### config.mk
export PLATFORM = sky130hd
export DESIGN_NAME = external_event_counter
export DESIGN_NICKNAME = d
export VERILOG_FILES = /design/src/rtl/event_count_pkg.sv /design/src/rtl/external_event_counter.sv
export SDC_FILE = /design/constraint.sdc
export NUM_CORES = 1
export LEC_CHECK = 0
export ABC_AREA = 1
export BUFFER_PORTS_ARGS = -buffer_cell sky130_fd_sc_hd__buf_4
export CAP_MARGIN = 20
export CORE_ASPECT_RATIO = 0.75
export CORE_MARGIN = 5
export CORE_UTILIZATION = 48
export CTS_CLUSTER_DIAMETER = 80
export CTS_CLUSTER_SIZE = 25
export DETAILED_ROUTE_END_ITERATION = 12
export HOLD_SLACK_MARGIN = 0.05
export PLACE_DENSITY_LB_ADDON = 0.08
export REMOVE_ABC_BUFFERS = 1
export SLEW_MARGIN = 10
export SYNTH_ARGS = -nofsm -noshare
export SYNTH_HDL_FRONTEND = slang
export SYNTH_SLANG_ARGS = --single-unit
### constraint.sdc
create_clock -name ref_clk -period 1.5 [get_ports ref_clk]
set_input_delay 0 -clock ref_clk [delete_from_list [all_inputs] [get_ports ref_clk]]
set_output_delay 0 -clock ref_clk [all_outputs]
set_load 0.01 [all_outputs]
### src/rtl/event_count_pkg.sv
// Constants for the external event count channel: register map, field
// positions, reset values and prescaler tap settings.
// Assumes a 32-bit Avalon-MM register port addressed in words.
`default_nettype none

package event_count_pkg;

  // ==========================================================
  // Register word addresses
  localparam logic [2:0] ADDR_MODE_CFG = 3'h0; // channel_mode_config
  localparam logic [2:0] ADDR_EDGE_CFG = 3'h1; // channel_edge_config
  localparam logic [2:0] ADDR_RELOAD = 3'h2; // reload_data
  localparam logic [2:0] ADDR_COUNTER = 3'h3; // down_counter, read only
  localparam logic [2:0] ADDR_START = 3'h4; // start_trigger_reg
  localparam logic [2:0] ADDR_STOP = 3'h5; // stop_trigger_reg
  localparam logic [2:0] ADDR_ENABLE = 3'h6; // enable_status_reg, read only

  // ==========================================================
  // Widths
  localparam int CNT_W = 32; // Counter and reload width
  localparam int MODE_W = 16; // Channel mode register width
  localparam int EDGE_W = 8; // Edge config register width

  // ==========================================================
  // Field positions in channel_mode_config
  localparam int OPCLK_SEL_LSB = 14; // operation_clock_select [15:14]
  localparam int CLK_SRC_LSB = 12; // count_clock_source [13:12]
  localparam int MASTER_SEL_BIT = 11; // master_select
  localparam int TRIG_SRC_LSB = 8; // start_trigger_source [10:8]
  localparam int CAP_OVF_LSB = 6; // capture_overflow_select [7:6]
  localparam int OP_MODE_LSB = 1; // operating_mode_field [4:1]
  localparam int START_IRQ_BIT = 0; // start_interrupt_select
  localparam logic [15:0] MODE_WR_MASK = 16'hffdf; // Bit 5 reads zero

  // Field position in channel_edge_config
  localparam int EDGE_SEL_LSB = 0; // edge_select [1:0]

  // ==========================================================
  // Edge select codes
  localparam logic [1:0] EDGE_FALL = 2'h0;
  localparam logic [1:0] EDGE_RISE = 2'h1;
  localparam logic [1:0] EDGE_BOTH = 2'h2;

  // ==========================================================
  // Reset values
  localparam logic [15:0] MODE_RST = 16'h0000;
  localparam logic [7:0] EDGE_RST = 8'h00;
  localparam logic [31:0] RELOAD_RST = 32'h0000_0000;
  localparam logic [31:0] COUNT_RST = 32'h0000_0000;

  // ==========================================================
  // Prescaler: output n ticks every 2**PRESC_SHIFTn cycles
  localparam int PRESC_W = 8;
  localparam int PRESC_SHIFT0 = 0;
  localparam int PRESC_SHIFT1 = 2;
  localparam int PRESC_SHIFT2 = 4;
  localparam int PRESC_SHIFT3 = 6;

endpackage

`default_nettype wire

### src/rtl/external_event_counter.sv
// External event count channel: a down counter reloaded from reload_data,
// stepped by selected edges of event_input, pulsing channel_interrupt.
// Assumes an Avalon-MM master on ref_clk and an asynchronous event pin.
//
// Summary of operation
// - Start trigger sets enable and loads counter
// - Each effective edge decrements counter by one
// - Zero on edge: interrupt, reload, keep counting
// - Stop trigger clears enable, counter holds value
// - Start while stopped reloads and resumes counting
// - Start while running forces immediate reload
// - Trigger bits clear themselves after writing
// - New reload value used only at reload
// - Edge select: 00 fall, 01 rise, 10 both
// - Counter readable anytime without disturbing counting
// - Clock select picks prescaler output 0 to 3
// - Channel output plays no part here
// - Stopped channel ignores edges, counter unchanged
// - Reload zero: interrupt on every edge
// - After forced restart wait for next edge
`timescale 1ns/10ps
`default_nettype none

module external_event_counter (
  // Clock and reset
  input wire logic ref_clk,
  input wire logic srst,
  // Avalon-MM slave
  input wire logic [2:0] avs_address,
  input wire logic avs_read,
  input wire logic avs_write,
  input wire logic [31:0] avs_writedata,
  input wire logic [3:0] avs_byteenable,
  output logic [31:0] avs_readdata,
  output logic avs_waitrequest,
  // Event pin
  input wire logic event_input,
  // Channel outputs
  output logic channel_interrupt,
  output logic channel_output
);

  // ==========================================================
  // Helper functions

  // Merge write data into a register under byte enables
  function automatic logic [31:0] merge_be(input logic [31:0] old_val, input logic [31:0] new_val,
                                           input logic [3:0] be);
    logic [31:0] res;
    res = old_val;
    for (int i = 0; i < 4; i++) begin
      if (be[i]) begin
        res[i*8 +: 8] = new_val[i*8 +: 8];
      end
    end
    return res;
  endfunction

  // True when the low shift bits of the prescaler are all ones
  function automatic logic presc_tick(input logic [event_count_pkg::PRESC_W-1:0] cnt, input int shift);
    logic all_ones;
    all_ones = 1'b1;
    for (int i = 0; i < event_count_pkg::PRESC_W; i++) begin
      if (i < shift && !cnt[i]) begin
        all_ones = 1'b0;
      end
    end
    return all_ones;
  endfunction

  // ==========================================================
  // Registers and state
  logic [15:0] mode_cfg_ff; // channel_mode_config
  logic [7:0] edge_cfg_ff; // channel_edge_config
  logic [31:0] reload_ff; // reload_data
  logic [31:0] down_counter_ff; // down_counter
  logic enable_ff; // enable_status_bit
  logic irq_ff; // channel_interrupt pulse
  logic ack_ff; // Bus answer phase
  logic [31:0] rdata_ff; // Registered read data
  logic [event_count_pkg::PRESC_W-1:0] presc_ff; // Free running prescaler
  logic sync1_ff, sync2_ff, sync3_ff; // Pin synchroniser
  logic level_ff; // Filtered input level

  // Decoded strobes
  logic bus_req; // Request pending
  logic wr_done; // Write takes effect this edge
  logic start_wr; // Write of 1 to start_trigger_bit
  logic stop_wr; // Write of 1 to stop_trigger_bit
  logic op_tick; // Selected operation clock enable
  logic stable_in; // Stages two and three agree
  logic raw_rise, raw_fall; // Filtered level changes
  logic eff_edge; // Effective edge pulse
  logic [1:0] edge_select; // edge_select field
  logic [1:0] opclk_sel; // operation_clock_select field

  assign edge_select = edge_cfg_ff[event_count_pkg::EDGE_SEL_LSB +: 2];
  assign opclk_sel = mode_cfg_ff[event_count_pkg::OPCLK_SEL_LSB +: 2];

  // ==========================================================
  // Avalon-MM handshake
  // One wait cycle on every access, so read data can be registered
  assign bus_req = avs_read | avs_write;
  assign avs_waitrequest = bus_req & ~ack_ff;
  assign wr_done = avs_write & ack_ff;
  // Trigger bits have no storage, so they read back zero
  assign start_wr = wr_done && avs_address == event_count_pkg::ADDR_START && avs_byteenable[0]
                    && avs_writedata[0];
  assign stop_wr = wr_done && avs_address == event_count_pkg::ADDR_STOP && avs_byteenable[0]
                   && avs_writedata[0];

  // Answer phase toggles once per accepted request
  always_ff @(posedge ref_clk) begin
    if (srst) begin
      ack_ff <= 1'b0;
    end else begin
      ack_ff <= bus_req & ~ack_ff;
    end
  end

  // Read mux, sampled in the wait cycle; counter read has no side effect
  always_ff @(posedge ref_clk) begin
    if (srst) begin
      rdata_ff <= 32'h0000_0000;
    end else if (avs_read && !ack_ff) begin
      unique case (avs_address)
        event_count_pkg::ADDR_MODE_CFG: rdata_ff <= {16'h0000, mode_cfg_ff};
        event_count_pkg::ADDR_EDGE_CFG: rdata_ff <= {24'h000000, edge_cfg_ff};
        event_count_pkg::ADDR_RELOAD: rdata_ff <= reload_ff;
        event_count_pkg::ADDR_COUNTER: rdata_ff <= down_counter_ff;
        event_count_pkg::ADDR_ENABLE: rdata_ff <= {31'h0000_0000, enable_ff};
        // Triggers and unmapped addresses read zero
        default: rdata_ff <= 32'h0000_0000;
      endcase
    end
  end
  assign avs_readdata = rdata_ff;

  // ==========================================================
  // Configuration registers
  // Mode fields other than the clock select are stored for software only
  always_ff @(posedge ref_clk) begin
    if (srst) begin
      mode_cfg_ff <= event_count_pkg::MODE_RST;
      edge_cfg_ff <= event_count_pkg::EDGE_RST;
    end else if (wr_done) begin
      if (avs_address == event_count_pkg::ADDR_MODE_CFG) begin
        mode_cfg_ff <= 16'(merge_be({16'h0000, mode_cfg_ff}, avs_writedata, avs_byteenable))
                       & event_count_pkg::MODE_WR_MASK;
      end
      if (avs_address == event_count_pkg::ADDR_EDGE_CFG && avs_byteenable[0]) begin
        // Bits 7..2 are fixed at zero
        edge_cfg_ff <= {6'h00, avs_writedata[1:0]};
      end
    end
  end

  // Reload value may change anytime; only read at a load
  always_ff @(posedge ref_clk) begin
    if (srst) begin
      reload_ff <= event_count_pkg::RELOAD_RST;
    end else if (wr_done && avs_address == event_count_pkg::ADDR_RELOAD) begin
      reload_ff <= merge_be(reload_ff, avs_writedata, avs_byteenable);
    end
  end

  // ==========================================================
  // Prescaler and operation clock select
  always_ff @(posedge ref_clk) begin
    if (srst) begin
      presc_ff <= '0;
    end else begin
      presc_ff <= presc_ff + 1'b1;
    end
  end

  // Pick prescaler output 0..3 as the sampling enable
  always_comb begin
    unique case (opclk_sel)
      2'h0: op_tick = presc_tick(presc_ff, event_count_pkg::PRESC_SHIFT0);
      2'h1: op_tick = presc_tick(presc_ff, event_count_pkg::PRESC_SHIFT1);
      2'h2: op_tick = presc_tick(presc_ff, event_count_pkg::PRESC_SHIFT2);
      2'h3: op_tick = presc_tick(presc_ff, event_count_pkg::PRESC_SHIFT3);
    endcase
  end

  // ==========================================================
  // Event input synchroniser and edge detection
  // Three stages; a change counts when stages two and three agree
  always_ff @(posedge ref_clk) begin
    if (srst) begin
      sync1_ff <= 1'b0;
      sync2_ff <= 1'b0;
      sync3_ff <= 1'b0;
    end else begin
      sync1_ff <= event_input;
      sync2_ff <= sync1_ff;
      sync3_ff <= sync2_ff;
    end
  end

  assign stable_in = (sync2_ff == sync3_ff);

  // Filtered level only moves on an operation clock tick
  always_ff @(posedge ref_clk) begin
    if (srst) begin
      level_ff <= 1'b0;
    end else if (op_tick && stable_in) begin
      level_ff <= sync3_ff;
    end
  end

  // Compare new and previous samples
  assign raw_rise = op_tick && stable_in && sync3_ff && !level_ff;
  assign raw_fall = op_tick && stable_in && !sync3_ff && level_ff;

  // Edge polarity from edge_select; code 11 counts nothing
  always_comb begin
    unique case (edge_select)
      event_count_pkg::EDGE_FALL: eff_edge = raw_fall;
      event_count_pkg::EDGE_RISE: eff_edge = raw_rise;
      event_count_pkg::EDGE_BOTH: eff_edge = raw_rise | raw_fall;
      default: eff_edge = 1'b0;
    endcase
  end

  // ==========================================================
  // Enable status
  // Start sets, stop clears; they sit at separate addresses so never coincide
  always_ff @(posedge ref_clk) begin
    if (srst) begin
      enable_ff <= 1'b0;
    end else if (start_wr) begin
      enable_ff <= 1'b1;
    end else if (stop_wr) begin
      enable_ff <= 1'b0;
    end
  end

  // ==========================================================
  // Down counter
  // A start trigger beats a coincident edge: the fresh value waits for the next edge
  always_ff @(posedge ref_clk) begin
    if (srst) begin
      down_counter_ff <= event_count_pkg::COUNT_RST;
    end else if (start_wr) begin
      // Load on start, restart or forced restart
      down_counter_ff <= reload_ff;
    end else if (enable_ff && !stop_wr && eff_edge) begin
      if (down_counter_ff == 32'h0000_0000) begin
        // Terminal count, reload and carry on
        down_counter_ff <= reload_ff;
      end else begin
        down_counter_ff <= down_counter_ff - 32'h0000_0001;
      end
    end
    // Stopped or no edge: value held
  end

  // Interrupt pulse on terminal count only; none at start
  always_ff @(posedge ref_clk) begin
    if (srst) begin
      irq_ff <= 1'b0;
    end else begin
      irq_ff <= !start_wr && !stop_wr && enable_ff && eff_edge && down_counter_ff == 32'h0000_0000;
    end
  end
  assign channel_interrupt = irq_ff;

  // Output pin unused in this mode
  assign channel_output = 1'b0;
endmodule

`default_nettype wire

==> results.tsv, run 1 <==
stage	metric	value	unit
outcome	status	finished, violations left	
outcome	failing checks	negative setup slack	
floorplanning	CORE AREA	0.0130	mm2
finish	nets@finish	1256	
sta	Final Max Slew Viols	0	
clocking	TritonCTS Buffers	17	
logic_synthesis	Synth top area share	0.397	
setup_path	Crit path max-delay family	simple AND/OR/NAND/NOR gates	
global_routing	first-pass GRT wire length	32.7	mm
clocking	H-tree levels	4	
drt	DR vias/cell	5.19	
setup_path	CP startpoint kind	flop	
finish	most frequent cells in the layout	nand2_1, buf_4, nor2_1	
drt	number of remaining DRC errors	0	
clocking	root buf cell	clkbuf_16	
sta	post-route clock period utilization	1.23	
sta	Worst Skew	0.00884	ns
setup_path	Worst Path Max Fanout	7	
placement	IO buf count	77	
pwr	worst vdd ir	1290	uV
placement	pre-CTS setup slack	-0.301	ns
sta	final hold vios	0	
min_path	type of the most critical hold path	primary input to flop	
logic_synthesis	post-synthesis sequential area ratio	0.397	
logic_synthesis	Synth area leader	dfxtp_1	
floorplanning	die width	143	um
global_routing	largest net degree at the start of global routing	65	
logic_synthesis	Mapped Cells	971	
drt	DRT met1 WL	10.0	mm
clocking	clock tree buffer depth	2	
setup_path	Crit. End Element	flop	
logic_synthesis	share of flip-flops with an asynchronous set or reset	0	
sta	RSZ-0062 raised after global routing	yes	
logic_synthesis	Yosys warnings	0	
placement	GPL Wtd Cong	0.912	
drt	DR WL/cell	15.4	um
floorplanning	Initial Util	0.490	
logic_synthesis	Top FF cell, synth	dfxtp_1	
sta	clock period minus worst slack	1.84	ns
setup_path	critical-path cell list	inv_2, ha_4, inv_2, nor2_1, nand2_1, nor2_4, nand4_4, nand2_8, buf_4, nand2_1, nand2_1, nor2_1, nor2_1, nor2_1	
sta	hold_ws	0.0454	ns
setup_path	WP data arrival	2.14	ns
drt	DR vias	7226	
global_routing	Total Routing Usage GR	0.263	
sta	final setup fails	34	
setup_path	CP required	1.79	ns
logic_synthesis	syn_area_per_cell	6.54	um2
floorplanning	I/O pin total	79	
drt	Iter 0 DRT Violations	715	
setup_path	CP most frequent cell	nor2_1	
drt	Routed WL	21.5	mm
pwr	LEAKAGE	4.46	nW
finish	Layout area overhead	50.2	%
global_routing	vias in the first global route	6544	
finish	layout cells sized above 1	0.271	
drt	Post-DRT Antenna Nets	0	
global_routing	initial antenna violation count	0	
finish	most common cell after layout, fill and taps aside	nand2_1	
floorplanning	Die Height	110	um
global_routing	Overflow after GRT	0	
pwr	total power	0.00841	W
clocking	Reg clk slew, reported paths	0.06	ns
sta	final worst slack	-0.345	ns
logic_synthesis	Distinct cells, synth	32	
setup_path	slowest cell delay on critical path	0.33	ns
setup_path	WP buf/inv	3	
placement	Final HPWL DP	13.5	mm
setup_path	Crit Path Class	flop to flop	
clocking	TritonCTS clock tree	done	
clocking	Clock Latency Late Sink	0.42	ns
sta	Max Clk Rate	542	MHz
floorplanning	Rows	36	
drt	First-pass DRT Iterations	6	
pwr	Power Dens Cells	881	mW/mm2
logic_synthesis	synthesis-stage register bit count	126	
run	total of max-cap violations	0	
finish	final core occ	0.736	
logic_synthesis	Mapped Area	0.00635	mm2
floorplanning	die area	0.0157	mm2
drt	DR WL met2	9.44	mm
logic_synthesis	synth top area cells	dfxtp_1, nand2_1, nor2_1, a21oi_1, o21ai_0	
drt	top sig layer	met4	
setup_path	critical path's slowest cell	dfxtp_2	
clocking	Sink Count	126	
finish	Ant. Diodes	0	
logic_synthesis	Post-synth EDFFs	0	
drt	met3 WL	1.72	mm
-- worst paths after layout --
check                   endpoint          startpoint  slack [ns]  cells past startpoint
min                  presc_ff[0]                srst        0.05                      3
min reg2reg             sync2_ff            sync1_ff        0.41                      2
max          down_counter_ff[26]  down_counter_ff[1]       -0.34                     14
max reg2reg  down_counter_ff[26]  down_counter_ff[1]       -0.34                     14
-- area by class of cell --
class / instances / area (um2)
Clock buffer: 25 / 485
Clock inverter: 6 / 108
Fill cell: 1020 / 3430
Inverter: 104 / 399
Multi-Input combinational cell: 695 / 3470
Sequential cell: 126 / 2530
Tap cell: 171 / 214
Timing Repair Buffer: 264 / 2340
-- what timing repair did --
item / in CTS / in global routing
resized for setup: 31 / 74
buffers inserted: 10 / 11
hold endpoints to repair: 51 / 0
setup endpoints to repair: 33 / 44
hold buffers: 38 / 0
pin swaps: 5 / 20
gates cloned: 2 / 4
-- through the flow --
| step | area, um2 | instances | setup TNS [ns] |
|---|---|---|---|
| after floorplan | 6120 | 925 | -41.02 |
| after global placement | 7950 | 1296 | -5.75 |
| after detailed placement | 7950 | 1296 | -8.05 |
| after CTS | 9150 | 1377 | -6.18 |
| after global routing | 9550 | 1391 | -12.44 |
| final | 9550 | 1391 | -8.83 |
-- worst reg2reg max path, cell delays in order (launching register included) --
cell and delay [ns]:
dfxtp_2 0.33, inv_2 0.08, ha_4 0.13, inv_2 0.03, nor2_1 0.13, nand2_1 0.11
nor2_4 0.15, nand4_4 0.15, nand2_8 0.15, buf_4 0.14, nand2_1 0.06, nand2_1 0.06
nor2_1 0.04, nor2_1 0.11, nor2_1 0.05
-- power breakdown --
part / internal (W) / leakage [nW] / total (W) / switching (W)
Sequential: 0.00338 / 1.02 / 0.00340 / 0.0000183
Combinational: 0.000373 / 3.15 / 0.000804 / 0.000431
Clock: 0.00273 / 0.287 / 0.00421 / 0.00148
-- registers in the layout, indices dropped and copies added, names as in the netlist --
name               count
ack_ff                 1
avs_readdata          32
channel_interrupt      1
down_counter_ff       32
edge_cfg_ff            2
enable_ff              1
level_ff               1
mode_cfg_ff           15
presc_ff               6
reload_ff             32
sync1_ff               1
sync2_ff               1
sync3_ff               1
-- synthesized netlist by cell type (6+ instances only) --
cell	n
a21oi_1	93
buf_2	12
buf_4	9
clkbuf_1	23
dfxtp_1	126
inv_1	103
nand2_1	252
nand3_1	38
nand4_1	16
nor2_1	141
nor2_2	14
o211ai_1	6
o21ai_0	79
o221ai_1	6
o22ai_1	16
-- cell families (layout without fill, tap and decap cells) --
group,Yosys count,count (layout),synth area share
flip-flops,126,126,0.397
buffers and inverters,150,399,0.0986
AO/OA/AOI/OAI,208,208,0.176
AND/OR/NAND/NOR,475,475,0.311
XOR/XNOR,7,7,0.00965
other,1,1,0.000590
adder cells (fa/ha/maj),4,4,0.00788
-- routing by layer --
layer  GRT usage  vias to the layer above
li1            -                     3600
met1       0.386                     3298
met2       0.401                      298
met3      0.0461                       30
met4      0.0651                        0
met5           0                        -
(Power assumes the default switching activity.)
==> inputs of run 2 (changes only) <==
PLACE_DENSITY = 0.71   (was default)
PLACE_DENSITY_LB_ADDON = default   (was 0.08)
==> results.tsv, run 2 (same netlist as run 1, synthesis figures left out) <==
stage	metric	value	unit	change
drt	Routed WL	22.7	mm	was 21.5 mm
floorplanning	die width	143	um	unchanged
setup_path	critical path's slowest cell	dfxtp_2		unchanged
sta	post-route clock period utilization	1.23		about the same
placement	dpl cell area	0.00796	mm2	was 0.00795 mm2
global_routing	vias in the first global route	6772		was 6544
outcome	status	finished, violations left		unchanged
placement	Final HPWL DP	13.6	mm	was 13.5 mm
global_routing	first-pass GRT wire length	33.7	mm	was 32.7 mm
outcome	failing checks	negative setup slack		unchanged
pwr	total power	0.00870	W	was 0.00841 W
finish	Design Area, Final	0.00973	mm2	was 0.00955 mm2
sta	final hold vios	0		unchanged
setup_path	WP data arrival	2.19	ns	was 2.14 ns
global_routing	met3 usage	0.0491		was 0.0461
finish	Ant. Diodes	0		unchanged
pwr	worst vdd ir	881	uV	was 1290 uV
clocking	clock tree buffer depth	2		unchanged
sta	final setup fails	33		was 34
finish	Layout area overhead	53.1	%	was 50.2%
finish	most frequent cells in the layout	nand2_1, buf_4, nor2_1		unchanged
global_routing	Overflow after GRT	0		unchanged
finish	most common cell after layout, fill and taps aside	nand2_1		unchanged
setup_path	Crit Path Class	flop to flop		unchanged
setup_path	Worst Path Max Fanout	8		was 7
floorplanning	Die Height	110	um	unchanged
floorplanning	die area	0.0157	mm2	unchanged
sta	Worst Skew	0.00982	ns	was 0.00884 ns
drt	DR vias/cell	5.38		was 5.19
floorplanning	Rows	36		unchanged
placement	GPL Wtd Cong	0.950		was 0.912
sta	final worst slack	-0.339	ns	was -0.345 ns
finish	nets@finish	1256		unchanged
setup_path	Crit. End Element	flop		unchanged
drt	First-pass DRT Iterations	8		was 6
drt	DR WL/cell	16.3	um	was 15.4 um
min_path	type of the most critical hold path	primary input to flop		unchanged
run	total of max-cap violations	0		unchanged
sta	RSZ-0062 raised after global routing	yes		unchanged
setup_path	critical-path cell list	inv_2, ha_4, inv_2, nor2_1, nand2_1, nor2_4, buf_6, nand3_2, nor2_4, nor2_4, nand2_1, nand3_1, a21oi_1		was inv_2, ha_4, inv_2, nor2_1, nand2_1, nor2_4, nand4_4, nand2_8, buf_4, nand2_1, nand2_1, nor2_1, nor2_1, nor2_1
global_routing	largest net degree at the start of global routing	65		unchanged
setup_path	CP most frequent cell	nor2_4		was nor2_1
placement	IO buf count	77		unchanged
clocking	root buf cell	clkbuf_16		unchanged
global_routing	GR met1 Demand/Resource	0.380		was 0.386
sta	Final Max Slew Viols	0		unchanged
setup_path	WP buf/inv	3		unchanged
clocking	H-tree levels	4		unchanged
global_routing	gr busiest metal	met2		unchanged
drt	DR vias	7487		was 7226
sta	Max Clk Rate	544	MHz	was 542 MHz
drt	Iter 0 DRT Violations	844		was 715
finish	layout cells sized above 1	0.298		was 0.271
setup_path	slowest cell delay on critical path	0.34	ns	was 0.33 ns
sta	Setup TNS	-7.96	ns	was -8.83 ns
floorplanning	I/O pin total	79		unchanged
clocking	Reg clk slew, reported paths	0.06	ns	about the same
floorplanning	Initial Util	0.490		unchanged
global_routing	met2 usage	0.429		was 0.401
clocking	TritonCTS Buffers	17		unchanged
clocking	Sink Count	126		unchanged
setup_path	Crit path max-delay family	simple AND/OR/NAND/NOR gates		unchanged
clocking	Clock Latency Late Sink	0.42	ns	about the same
floorplanning	CORE AREA	0.0130	mm2	unchanged
setup_path	CP startpoint kind	flop		unchanged
drt	Post-DRT Antenna Nets	0		unchanged
sta	clock period minus worst slack	1.84	ns	about the same
pwr	Power Dens Cells	895	mW/mm2	was 881 mW/mm2
clocking	TritonCTS clock tree	done		unchanged
global_routing	Total Routing Usage GR	0.270		was 0.263
setup_path	CP required	1.85	ns	was 1.79 ns
global_routing	initial antenna violation count	0		unchanged
drt	number of remaining DRC errors	0		unchanged
pwr	LEAKAGE	4.46	nW	about the same
## run 2: layer usage
layer,part of all wire,vias up
met2,0.44,391
met1,0.44,3414
met5,0,-
met3,0.097,64
li1,-,3618
met4,0.024,0
## run 2: repair_timing
item | 4_1_cts | 5_1_grt
pin swaps | 7 | 35
hold buffers | 38 | 0
endpoints found under the setup margin | 39 | 48
cloned | 2 | 10
gates resized for setup | 36 | 106
hold endpoints to repair | 51 | 0
buffers inserted | 2 | 7
## run 2: area by class of cell
| class | count | area [um2] |
|---|---|---|
| clock buffers | 22 | 474 |
| clock inverters | 9 | 159 |
| fillers | 1014 | 3250 |
| inverters | 104 | 399 |
| multi-input cells | 698 | 3630 |
| flip-flops and latches | 126 | 2530 |
| well taps | 171 | 214 |
| repair buffers | 261 | 2320 |
## run 2: path summary, 6_finish.rpt
check,from,to,slack [ns],depth (start not counted)
worst max-delay path,down_counter_ff[1],down_counter_ff[6],-0.34,13
worst min-delay path,avs_byteenable[3],reload_ff[25],0.05,4
worst max register to register,down_counter_ff[1],down_counter_ff[6],-0.34,13
worst min register to register,sync1_ff,sync2_ff,0.40,2
## run 2: per-stage QoR
step                      hold WS, ns  cells   util  worst slack (ns)
after global routing           0.0951   1391  0.750            -0.400
final                          0.0534   1391  0.750            -0.339
after detailed placement        0.218   1303  0.614            -0.449
after global placement          0.210   1303  0.614            -0.341
after CTS                      0.0501   1376  0.707            -0.251
after floorplan                0.0667    925      -            -0.883
## run 2: worst register-to-register path: cells and delay by family, from the launching register on
kind | cells | cell delay, ns
AOI/OAI and AO/OA | 1 | 0.15
and+or+nand+nor | 8 | 0.91
adders and majority gates | 1 | 0.14
DFF | 1 | 0.34
buffers and inverters | 3 | 0.24
## run 2: power by group
group / switching (W) / leakage (nW) / internal [W]
registers: 0.0000178 / 1.02 / 0.00338
logic: 0.000466 / 3.14 / 0.000384
clock network: 0.00155 / 0.306 / 0.00291
total: 0.00203 / 4.46 / 0.00667
==> inputs of run 3 (changes only) <==
PLACE_DENSITY = 0.68   (was 0.71)
clock period = 1.8 ns   (was 1.5 ns; I/O delays follow)
==> results.tsv, run 3 (same netlist as run 1, synthesis figures left out) <==
stage	metric	value	unit	change
sta	final hold vios	0		unchanged
floorplanning	die area	0.0157	mm2	unchanged
finish	non-filler cells, final	1324		was 1391
global_routing	initial antenna violation count	0		unchanged
pwr	Net Sw Power	0.00163	W	was 0.00203 W
global_routing	vias in the first global route	6371		was 6772
drt	First-pass DRT Iterations	5		was 8
min_path	hold path start	avs_byteenable[3]		unchanged
global_routing	largest net degree at the start of global routing	65		unchanged
clocking	root buf cell	clkbuf_16		unchanged
setup_path	CP startpoint kind	flop		unchanged
placement	IO buf count	77		unchanged
min_path	hold path endpoint	reload_ff[26]		was reload_ff[25]
finish	Layout area overhead	39.4	%	was 53.1%
sta	max_slew headroom	0.499		
finish	most common cell after layout, fill and taps aside	nand2_1		unchanged
placement	pre-CTS setup slack	-0.0988	ns	was -0.449 ns
sta	final setup fails	15		was 33
floorplanning	Initial Util	0.490		unchanged
drt	DR WL/cell	15.7	um	was 16.3 um
clocking	clock tree buffer depth	2		unchanged
placement	Final HPWL DP	13.3	mm	was 13.6 mm
sta	final worst slack	-0.0735	ns	was -0.339 ns
pwr	Power Dens Cells	782	mW/mm2	was 895 mW/mm2
setup_path	Crit. End Element	flop		unchanged
setup_path	WP data arrival	2.13	ns	was 2.19 ns
run	total of max-cap violations	0		unchanged
drt	met3 WL	1.30	mm	was 2.19 mm
clocking	Sink Count	126		unchanged
floorplanning	CORE AREA	0.0130	mm2	unchanged
min_path	hold path depth	4		unchanged
drt	DR WL met2	9.05	mm	was 9.97 mm
sta	Worst Skew	0.00910	ns	was 0.00982 ns
pwr	Seq pwr share	0.408		was 0.390
finish	layout cells sized above 1	0.214		was 0.298
sta	clock period minus worst slack	1.87	ns	was 1.84 ns
sta	post-route clock period utilization	1.04		was 1.23
setup_path	Crit Path Class	flop to flop		unchanged
sta	Final Max Slew Viols	0		unchanged
sta	actual slew at the worst max-slew pin	0.751	ns	
global_routing	Total Routing Usage GR	0.254		was 0.270
finish	Ant. Diodes	0		unchanged
setup_path	Worst Path Max Fanout	8		unchanged
setup_path	worst r2r dst	down_counter_ff[29]		was down_counter_ff[6]
sta	Max Clk Rate	534	MHz	was 544 MHz
min_path	type of the most critical hold path	primary input to flop		unchanged
drt	Post-DRT Antenna Nets	0		unchanged
global_routing	first-pass GRT wire length	31.6	mm	was 33.7 mm
clocking	Clock Latency Late Sink	0.42	ns	about the same
drt	Iter 0 DRT Violations	638		was 844
outcome	failing checks	negative setup slack		unchanged
pwr	total power	0.00693	W	was 0.00870 W
setup_path	CP required	2.06	ns	was 1.85 ns
pwr	clock share of power	0.503		was 0.512
finish	nets@finish	1188		was 1256
finish	most frequent cells in the layout	nand2_1, buf_4, nor2_1		unchanged
global_routing	Overflow after GRT	0		unchanged
pwr	combinational power share	0.089		was 0.098
clocking	TritonCTS clock tree	done		unchanged
floorplanning	Rows	36		unchanged
setup_path	Reg-to-Reg Start	down_counter_ff[1]		unchanged
drt	number of remaining DRC errors	0		unchanged
placement	GPL Wtd Cong	0.973		was 0.950
pwr	Internal Power	0.00530	W	was 0.00667 W
clocking	H-tree levels	4		unchanged
outcome	status	finished, violations left		unchanged
clocking	TritonCTS Buffers	17		unchanged
pwr	worst vdd ir	621	uV	was 881 uV
setup_path	r2r setup slk	-0.07	ns	was -0.34 ns
finish	Layout fillers	1125		was 1014
floorplanning	I/O pin total	79		unchanged
sta	RSZ-0062 raised after global routing	yes		unchanged
placement	Placed Instances	1241		was 1303
drt	DR vias/cell	5.24		was 5.38
drt	DR vias	6937		was 7487
pwr	Sw Ratio	0.236		was 0.233
floorplanning	Die Height	110	um	unchanged
setup_path	r2r worst-path depth	15		was 13
floorplanning	die width	143	um	unchanged
pwr	LEAKAGE	4.08	nW	was 4.46 nW
clocking	Reg clk slew, reported paths	0.06	ns	about the same
drt	DRT met1 WL	10.0	mm	was 9.95 mm
drt	Routed WL	20.7	mm	was 22.7 mm
drt	top sig layer	met4		unchanged
-- run 3: layer usage --
layer / track usage / up-vias
met5: 0 / -
met4: 0.0651 / 0
met3: 0.0496 / 31
met2: 0.394 / 236
met1: 0.363 / 3192
li1: - / 3478
-- run 3: layout make-up --
type	instances	area [um2]	area share
multi-input cells	695	3370	0.381
flip-flops and latches	126	2530	0.285
repair buffers	196	1760	0.198
clock buffers	21	450	0.0509
inverters	104	395	0.0446
well taps	171	214	0.0242
clock inverters	11	141	0.0160
-- run 3: power by group through the flow --
stage	Clock [W]	Sequential [W]	Combinational, W
after floorplan	0	0.00288	0.000218
after global placement	0	0.00288	0.000475
after detailed placement	0	0.00289	0.000476
after CTS	0.00350	0.00282	0.000563
after global routing	0.00365	0.00283	0.000672
final	0.00348	0.00283	0.000618
-- run 3: how the worst max path moves through the flow --
stage                             startpoint                   to
after floorplan                       ack_ff      avs_readdata[0]
after global placement    down_counter_ff[0]  down_counter_ff[21]
after detailed placement  down_counter_ff[0]  down_counter_ff[25]
after CTS                        presc_ff[0]  down_counter_ff[15]
after global routing      down_counter_ff[1]  down_counter_ff[29]
final                     down_counter_ff[1]  down_counter_ff[29]
-- run 3: what timing repair did --
| action | in CTS | in global routing |
|---|---|---|
| gates resized for setup | 6 | 51 |
| pin swaps | 0 | 18 |
| hold buffers | 37 | 0 |
| endpoints found under the hold margin | 52 | 0 |
| endpoints found under the setup margin | 18 | 33 |
| cloned | 1 | 7 |
| setup buffers | 2 | 5 |
-- run 3: metrics by stage --
step	util	instance area, um2	setup TNS, ns	hold WS, ns
2_1_floorplan	-	6120	-21.82	0.0667
3_3_place_gp	0.576	7470	-0.407	0.208
3_5_place_dp	0.576	7470	-1.02	0.212
4_1_cts	0.656	8510	-0.00352	0.0529
5_1_grt	0.683	8860	-2.26	0.0857
6_report	0.683	8860	-0.399	0.0612
-- run 3: worst max-delay path, cell delays in order, from the launching register on --
cell	delay (ns)
dfxtp_2	0.32
inv_2	0.07
ha_4	0.13
inv_2	0.03
nor2_2	0.09
nand2_1	0.08
nor2_2	0.14
buf_4	0.13
nand4_4	0.12
nand2_8	0.15
buf_12	0.14
nand2_2	0.04
nand2_1	0.05
nor2_1	0.04
nor2_1	0.11
nor2_1	0.06
